File: src/core/wdt_pkg.sv
package wdt_pkg;

	// ----------------------------------------------------------------
	// Counter widths
	// ----------------------------------------------------------------
	localparam int C0_WIDTH = 16;
	localparam int C1_WIDTH = 16;
	localparam int C2_WIDTH = 32;

	// ----------------------------------------------------------------
	// Clock and timing
	// ----------------------------------------------------------------
	localparam int CLK_FREQ_HZ = 25_000_000;
	localparam int CLK_PERIOD_NS = 40;
	// Low-frequency step that drives counters 0 and 2.
	localparam int LF_FREQ_HZ = 32_768;
	localparam int LF_DIV_CYCLES = CLK_FREQ_HZ / LF_FREQ_HZ;
	localparam int LF_DIV_W = 10;
	localparam logic [LF_DIV_W-1:0] LF_DIV_LAST =
		LF_DIV_W'(LF_DIV_CYCLES - 1);
	// Tick period of counter 1, counted in reference clock cycles.
	localparam int TICK_PERIOD_NS = 1_250_000;
	localparam int TICK_CYCLES = TICK_PERIOD_NS / CLK_PERIOD_NS;

	// ----------------------------------------------------------------
	// Unserviced tally and system reset pulse
	// ----------------------------------------------------------------
	localparam int MISS_W = 2;
	localparam logic [MISS_W-1:0] MISS_LAST = 2'h2;
	localparam logic [MISS_W-1:0] MISS_ZERO = 2'h0;
	localparam int RESET_PULSE_CYCLES = 16;
	localparam int RST_CNT_W = 4;
	localparam logic [RST_CNT_W-1:0] RST_CNT_LAST =
		RST_CNT_W'(RESET_PULSE_CYCLES - 1);
	localparam logic [C2_WIDTH-1:0] C2_MATCH = 32'hFFFF_FFFF;

	typedef enum logic [0:0] {
		ST_RUN,
		ST_RESET
	} wdt_state_t;

endpackage

File: src/core/wdt_counter.sv
module wdt_counter #(
	parameter int WIDTH = 16
) (
	input wire logic ref_clk,
	input wire logic nrst,
	input wire logic step,
	input wire logic clear,
	input wire logic [WIDTH-1:0] match,
	output logic [WIDTH-1:0] count,
	output logic hit
);

	logic [WIDTH-1:0] count_reg;
	logic [WIDTH-1:0] count_next;
	logic hit_reg;
	logic hit_next;

	// Counts steps up to the terminal value, wraps and flags a hit.
	always_comb begin
		count_next = count_reg;
		hit_next = 1'b0;
		if (clear) begin
			count_next = '0;
		end else if (step) begin
			if (count_reg == match) begin
				count_next = '0;
				hit_next = 1'b1;
			end else begin
				count_next = count_reg + 1'b1;
			end
		end
	end

	always_ff @(posedge ref_clk or negedge nrst) begin
		if (!nrst) begin
			count_reg <= '0;
			hit_reg <= 1'b0;
		end else begin
			count_reg <= count_next;
			hit_reg <= hit_next;
		end
	end

	assign count = count_reg;
	assign hit = hit_reg;

endmodule

File: src/core/watchdog_timer.sv
// Operation
// - Three independent counters: two of 16 bits, one of 32 bits.
// - Counter 1 raises a tick interrupt every 1.25 ms, except while the system reset is asserted.
// - Counter 0 raises an interrupt when it reaches its terminal value.
// - Programmable counter 0 terminal; all ones gives about two seconds.
// - Three unhandled counter 0 interrupts in a row issue a system reset.
// - The watchdog reset restarts the whole processor from its start.
module watchdog_timer #(
	parameter int TICK_CYCLES = wdt_pkg::TICK_CYCLES
) (
	input wire logic ref_clk,
	input wire logic nrst,
	input wire logic c0_clear,
	input wire logic [wdt_pkg::C0_WIDTH-1:0] c0_match,
	input wire logic c0_irq_ack,
	input wire logic tick_irq_ack,
	output logic tick_irq,
	output logic c0_irq,
	output logic sys_reset,
	output logic [wdt_pkg::C0_WIDTH-1:0] c0_count,
	output logic [wdt_pkg::C1_WIDTH-1:0] c1_count,
	output logic [wdt_pkg::C2_WIDTH-1:0] c2_count
);

	localparam logic [wdt_pkg::C1_WIDTH-1:0] C1_MATCH =
		wdt_pkg::C1_WIDTH'(TICK_CYCLES - 1);

	// ----------------------------------------------------------------
	// Low-frequency step divider
	// ----------------------------------------------------------------
	logic [wdt_pkg::LF_DIV_W-1:0] lf_cnt_reg;
	logic [wdt_pkg::LF_DIV_W-1:0] lf_cnt_next;
	logic lf_step_reg;
	logic lf_step_next;

	always_comb begin
		lf_step_next = 1'b0;
		lf_cnt_next = lf_cnt_reg + 1'b1;
		if (lf_cnt_reg == wdt_pkg::LF_DIV_LAST) begin
			lf_cnt_next = '0;
			lf_step_next = 1'b1;
		end
	end

	always_ff @(posedge ref_clk or negedge nrst) begin
		if (!nrst) begin
			lf_cnt_reg <= '0;
			lf_step_reg <= 1'b0;
		end else begin
			lf_cnt_reg <= lf_cnt_next;
			lf_step_reg <= lf_step_next;
		end
	end

	// ----------------------------------------------------------------
	// Counters
	// ----------------------------------------------------------------
	wdt_pkg::wdt_state_t state_reg;
	wdt_pkg::wdt_state_t state_next;
	logic in_reset;
	logic c0_hit;
	logic c1_hit;
	logic c2_hit;

	// All counters are cleared while the system reset is asserted, and read zero from its second cycle on.
	assign in_reset = (state_reg == wdt_pkg::ST_RESET);

	wdt_counter #(.WIDTH(wdt_pkg::C0_WIDTH)) u_cnt0 (
		.ref_clk(ref_clk),
		.nrst(nrst),
		.step(lf_step_reg),
		.clear(c0_clear | in_reset),
		.match(c0_match),
		.count(c0_count),
		.hit(c0_hit)
	);

	wdt_counter #(.WIDTH(wdt_pkg::C1_WIDTH)) u_cnt1 (
		.ref_clk(ref_clk),
		.nrst(nrst),
		.step(1'b1),
		.clear(in_reset),
		.match(C1_MATCH),
		.count(c1_count),
		.hit(c1_hit)
	);

	wdt_counter #(.WIDTH(wdt_pkg::C2_WIDTH)) u_cnt2 (
		.ref_clk(ref_clk),
		.nrst(nrst),
		.step(lf_step_reg),
		.clear(in_reset),
		.match(wdt_pkg::C2_MATCH),
		.count(c2_count),
		.hit(c2_hit)
	);

	// ----------------------------------------------------------------
	// Interrupt flags and unhandled tally
	// ----------------------------------------------------------------
	logic tick_irq_reg;
	logic tick_irq_next;
	logic c0_irq_reg;
	logic c0_irq_next;
	logic [wdt_pkg::MISS_W-1:0] miss_reg;
	logic [wdt_pkg::MISS_W-1:0] miss_next;
	logic fire;

	// A new terminal event wins over a clear or acknowledge in the
	// same cycle, so no event is lost.
	always_comb begin
		logic [wdt_pkg::MISS_W-1:0] base;
		base = miss_reg;
		fire = 1'b0;
		tick_irq_next = (tick_irq_reg & ~tick_irq_ack) | c1_hit;
		c0_irq_next = (c0_irq_reg & ~c0_irq_ack) | c0_hit;
		if (c0_clear || c0_irq_ack) begin
			base = wdt_pkg::MISS_ZERO;
		end
		miss_next = base;
		if (c0_hit) begin
			if (base == wdt_pkg::MISS_LAST) begin
				fire = 1'b1;
				miss_next = wdt_pkg::MISS_ZERO;
			end else begin
				miss_next = base + 1'b1;
			end
		end
		if (in_reset) begin
			fire = 1'b0;
			tick_irq_next = 1'b0;
			c0_irq_next = 1'b0;
			miss_next = wdt_pkg::MISS_ZERO;
		end
	end

	always_ff @(posedge ref_clk or negedge nrst) begin
		if (!nrst) begin
			tick_irq_reg <= 1'b0;
			c0_irq_reg <= 1'b0;
			miss_reg <= '0;
		end else begin
			tick_irq_reg <= tick_irq_next;
			c0_irq_reg <= c0_irq_next;
			miss_reg <= miss_next;
		end
	end

	assign tick_irq = tick_irq_reg;
	assign c0_irq = c0_irq_reg;

	// ----------------------------------------------------------------
	// System reset sequencer
	// ----------------------------------------------------------------
	logic [wdt_pkg::RST_CNT_W-1:0] rst_cnt_reg;
	logic [wdt_pkg::RST_CNT_W-1:0] rst_cnt_next;
	logic sys_reset_reg;
	logic sys_reset_next;

	always_comb begin
		state_next = state_reg;
		rst_cnt_next = rst_cnt_reg;
		case (state_reg)
			wdt_pkg::ST_RUN: begin
				if (fire) begin
					state_next = wdt_pkg::ST_RESET;
					rst_cnt_next = '0;
				end
			end
			wdt_pkg::ST_RESET: begin
				rst_cnt_next = rst_cnt_reg + 1'b1;
				if (rst_cnt_reg == wdt_pkg::RST_CNT_LAST) begin
					state_next = wdt_pkg::ST_RUN;
					rst_cnt_next = '0;
				end
			end
			default: begin
				state_next = wdt_pkg::ST_RUN;
			end
		endcase
		sys_reset_next = (state_next == wdt_pkg::ST_RESET);
	end

	always_ff @(posedge ref_clk or negedge nrst) begin
		if (!nrst) begin
			state_reg <= wdt_pkg::ST_RUN;
			rst_cnt_reg <= '0;
			sys_reset_reg <= 1'b0;
		end else begin
			state_reg <= state_next;
			rst_cnt_reg <= rst_cnt_next;
			sys_reset_reg <= sys_reset_next;
		end
	end

	assign sys_reset = sys_reset_reg;

	// ----------------------------------------------------------------
	// Assertions
	// ----------------------------------------------------------------
	// Counts how long the system reset has stood, so that its length is
	// checked on a small counter rather than by a long repetition.
	logic [4:0] hold_len_reg;
	logic [4:0] hold_len_next;

	always_comb begin
		hold_len_next = 5'h00;
		if (sys_reset_reg) begin
			hold_len_next = hold_len_reg + 5'h01;
		end
	end

	always_ff @(posedge ref_clk or negedge nrst) begin
		if (!nrst) begin
			hold_len_reg <= 5'h00;
		end else begin
			hold_len_reg <= hold_len_next;
		end
	end
endmodule

File: config.mk
export PLATFORM = sky130hd
export DESIGN_NAME = watchdog_timer
export DESIGN_NICKNAME = d
export VERILOG_FILES = /design/src/core/wdt_pkg.sv /design/src/core/wdt_counter.sv /design/src/core/watchdog_timer.sv
export SDC_FILE = /design/constraint.sdc
export NUM_CORES = 1
export LEC_CHECK = 0
export BUFFER_PORTS_ARGS = -buffer_cell sky130_fd_sc_hd__clkbuf_2
export CORE_MARGIN = 4
export CORE_UTILIZATION = 35
export DETAILED_ROUTE_END_ITERATION = 10
export PLACE_DENSITY = 0.55
export SETUP_SLACK_MARGIN = 0.05
export SYNTH_ARGS = -nofsm -noshare
export SYNTH_HDL_FRONTEND = slang
export SYNTH_HIERARCHICAL = 1
export SYNTH_SLANG_ARGS = --single-unit
export TNS_END_PERCENT = 50
File: constraint.sdc
create_clock -name ref_clk -period 1.8 [get_ports ref_clk]
set_clock_uncertainty 0.05 [all_clocks]
set_input_delay 0.54 -clock ref_clk [delete_from_list [all_inputs] [get_ports ref_clk]]
set_output_delay 0.54 -clock ref_clk [all_outputs]
set_load 0.02 [all_outputs]
# Word level (Yosys, flattened, before mapping)
# Index checks and enable logic that the tools add are counted.
# totals
word_cells,66
register_bits,86
output_inout_bits,67
in_bits,21
# op_classes
reduce_logical,3
mux,30
n_eq_ne,7
bitwise_logic,8
addsub,6
# op_table
op,n
2-to-1 mux 32 bit,3
2-to-1 mux 16 bit,5
adder 16 x 1 -> 16 bit (second input constant),2
adder 32 x 1 -> 32 bit (second input constant),1
== test 32 bit (second input constant),1
== test 16 x 15 -> 1 bit (second input constant),1
== test 16 bit,1
2-to-1 mux 1 bit,13
adder 10 x 1 -> 10 bit (second input constant),1
== test 10 bit (second input constant),1
2-to-1 mux 10 bit,1
2-to-1 mux 2 bit,4
2-to-1 mux 4 bit,2
case mux 4 bit (2 select lines),1
adder 4 x 1 -> 4 bit (second input constant),1
== test 4 bit (second input constant),1
nonzero test 2 bit,2
inverter 1 bit,3
bitwise OR 1 bit,3
adder 2 x 1 -> 2 bit (second input constant),1
AND 1 bit,2
== test 2 bit (second input constant),1
inequality test 2 bit (second input constant),1
case mux 1 bit (2 select lines),1
logical OR 1 bit,1

# Logic depth before layout (Yosys ltp)
# depth
ltp_word,8
depth_mapped,8
depth_no_buf,6

# By module
# The synthesis kept the hierarchy.
# modules_own_cells
module,n_inst,cells_each,area_per_inst_um2
wdt_counter (u_cnt0 ...),2,147,1277.5
wdt_counter (u_cnt2),1,209,1985.7
watchdog_timer,1,99,955.9

# Worst setup path after synthesis
# No wires, ideal clock.
# synth_path
kind,register -> register
startpoint,register u_cnt2.count_reg[0] (netlist: u_cnt2/count[0])
endpoint,register u_cnt2.count_reg[30] (netlist: u_cnt2/count[30])
path_stages_with_launch,7
setup_slack_ns,-0.272
setup_time_ns,0.077
n_path_buf,0
arrival_ns,1.944
required_ns,1.673
path_cell_list,dfrtp_1 > ha_1 > o2111ai_2 > nor3_4 > nand3_4 > or4_1 > a21oi_1
# synth_via
elab_chain_len,4
# synth_rtl
element,line_no,rtl
"start, declared",wdt_counter.sv:13,logic [WIDTH-1:0] count_reg;
"start signal, assigned",wdt_counter.sv:39,count_reg <= count_next;
adder 32 x 1 -> 32 bit or == test 32 bit (tied branches),"wdt_counter.sv:29, wdt_counter.sv:25",
2-to-1 mux 32 bit (*),wdt_counter.sv:25,if (count_reg == match) begin
2-to-1 mux 32 bit (*),wdt_counter.sv:24,end else if (step) begin
2-to-1 mux 32 bit (*),wdt_counter.sv:22,if (clear) begin
# Mark *: on every way between the ends. The rest lies on a longest branch, timed or not. The select of a mux whose other input is x is not followed.
# A chain may end at the register's enable or synchronous reset.

# Worst setup path in the final report
# layout_path
startpoint,register u_cnt2.count_reg[11] (netlist: u_cnt2/count[11])
endpoint,register u_cnt2.count_reg[8] (netlist: u_cnt2/count[8])
# layout_via
elab_chain_len,4
# layout_rtl
element,line_no
== test 32 bit,wdt_counter.sv:25
2-to-1 mux 32 bit,wdt_counter.sv:25
2-to-1 mux 32 bit,wdt_counter.sv:24
2-to-1 mux 32 bit,wdt_counter.sv:22
# No other way between the ends. The select of a mux whose other input is x is not followed.

==> summary.md <==
| Metric | Value |
|---|---|
| Status | `finished with violations` |
| Failing checks | `setup timing` |
| Max incr delay on CP | `370 ps` |
| Period minus WS final | `1863 ps` |
| Initial Utilization | `35.82%` |
| CTS Sinks | `86` |
| Post-synthesis cell count | `600` |
| Placed Cells | `1010` |
| Crit-path leading delay family | `simple AND/OR/NAND/NOR gates` |
| Number of port buffers | `87` |
| Initial antenna violation count | `0` |
| Routed len/inst | `13.97 microns` |
| Design area | `7328 sq um` |
| Tot GR Track Use | `16.80%` |
| Layout net count | `839` |
| Die width | `133.0 microns` |
| Post-Synthesis Cell Area | `5465 sq um` |
| Worst-case vdd ir drop | `0.4617 mV` |
| CP bufs+invs | `2` |
| Worst path slowest cell | `dfrtp_2` |
| CTS Buffer Depth | `2` |
| CP arrival | `2040 ps` |
| Fmax | `0.5368 GHz` |
| Clk Tree Root Cell | `clkbuf_16` |
| Slew Viols, Final | `0` |
| Number of flip-flops in the largest register | `32` |
| CTS tree | `done` |
| Final core utilization | `48.03%` |
| Die height | `133.0 microns` |
| Post-DP Area | `6937 sq um` |
| Most frequent cells in the layout | `90 x xor2_1, 86 x buf_4, 85 x clkbuf_2, 61 x dfrtp_1, 60 x nor2_1` |
| Worst-Margin Slew | `529.1 ps` |
| Worst-Skew Late Latency | `340 ps` |
| Place WS | `-181.6 ps` |
| # fillers | `1449` |
| Gpl congestion | `0.8381` |
| Layout area overhead | `34.09%` |
| P per Cell Area | `662.2 nW/um^2` |
| WL final | `14360 microns` |
| Detailed placement HPWL | `10520 microns` |
| Overall via count from detail_route | `5042` |
| DR pass1 iterations | `5` |
| Worst Setup Path Type | `register to register` |
| RSZ-0062 raised after global routing | `yes` |
| # DRC | `0` |
| Most common cell after layout, fill and taps aside | `xor2_1` |
| CP max FO | `29` |
| Core area | `15260 sq um` |
| Required @ worst endpoint | `1970 ps` |
| Max transition margin | `64.60%` |
| Crit end category | `register` |
| Static leakage | `0.003594 uW` |
| Placement Rows | `45` |
| Total grt overflow | `0` |
| First-pass GRT wire length | `24720 microns` |
| Final antenna-violating net count | `0` |
| Final worst setup slack | `-63.02 ps` |
| Average size of a mapped cell | `9.109 sq um` |
| Worst min path class | `input port to async pin` |
| Final hold violations | `0` |
| Ports | `88` |
| N_diodes | `0` |
| Crit share post-route | `103.5%` |
| Vias in the first global route | `5030` |
| Setup Viol. Count Final | `29` |
| Share of cells above drive strength 1 | `30.72%` |
| Iter 0 DRT Violations | `274` |
| Seq. cell area | `2183 sq um` |
| CTS clk-pin slew, worst paths | `60 ps` |
| Area of the multi-input gates | `3346 sq um` |
| Die footprint | `17680 sq um` |
| Hold slack | `171.5 ps` |
| CP Launch Type | `register` |
| Largest net degree at the start of global routing | `87` |
| Cell breakdown of the critical path | `xor2_1 -> nor4_2 -> buf_4 -> nand4_1 -> o31ai_4 -> buf_12 -> nor2_1` |
| Htree depth | `3` |
| Max-cap violations | `0` |
| Via/cell ratio | `4.905` |
| Final Instance Count excl. Fillers | `1028` |
| Num CTS Buffers | `9` |
| Synth warn | `6` |
[worst paths after layout]
path,cells after the start,slack [ps],endpoint,start
max,7,-60,u_cnt2/count[8]$_DFFE_PN0P_,u_cnt2/count[11]$_DFFE_PN0P_
min,2,170,u_cnt0/count[14]$_DFFE_PN0P_,nrst
max reg2reg,7,-60,u_cnt2/count[8]$_DFFE_PN0P_,u_cnt2/count[11]$_DFFE_PN0P_
min reg2reg,2,410,tick_irq$_DFF_PN0_,u_cnt1/hit$_DFF_PN0_
max in group asynchronous,2,1120,u_cnt2/count[10]$_DFFE_PN0P_,nrst
min in group ref_clk,2,340,miss_reg[1]$_DFF_PN0_,c0_irq_ack
[worst reg2reg max path, cell delays in order, from the launching register on]
cell and delay, ps:
dfrtp_2 370, xor2_1 80, nor4_2 340, buf_4 160, nand4_1 180, o31ai_4 260, buf_12 220, nor2_1 70
[where the power goes]
group	leakage [uW]	switching (uW)	total (uW)	internal (uW)
clock network	0.000152	772	1920	1150
registers	0.00112	46.9	2050	2000
logic	0.00233	530	890	360
total	0.00359	1350	4850	3500
[per-layer routing]
metal | track usage (%) | routed length, microns
met5 | 0 | 0
met4 | 5.427 | 233
met3 | 3.156 | 700
met2 | 27.93 | 6909
met1 | 22.07 | 6516
[metrics by stage]
step / total power [uW] / setup TNS (ps)
final: 4853 / -1623
after global routing: 5113 / -3629
after CTS: 4920 / -2632
after detailed placement: 2962 / -5993
after global placement: 2944 / -4997
after floorplan: 2632 / -147.9
[layout make-up]
cell class | count | share of cell area (%)
clock buffer | 12 | 3.500
clock inverter | 4 | 0.6146
inverter | 18 | 0.9220
multi-input combinational | 521 | 45.65
sequential | 86 | 29.79
tap | 211 | 3.603
timing repair buffer | 176 | 15.91
[timing repair]
action,in CTS,in global routing
resized for setup,14,11
buffers inserted,0,2
setup endpoints to repair,53,54
hold buffers,0,0
pin swaps,3,11
No activity file was read; power rests on OpenSTA's default activity.
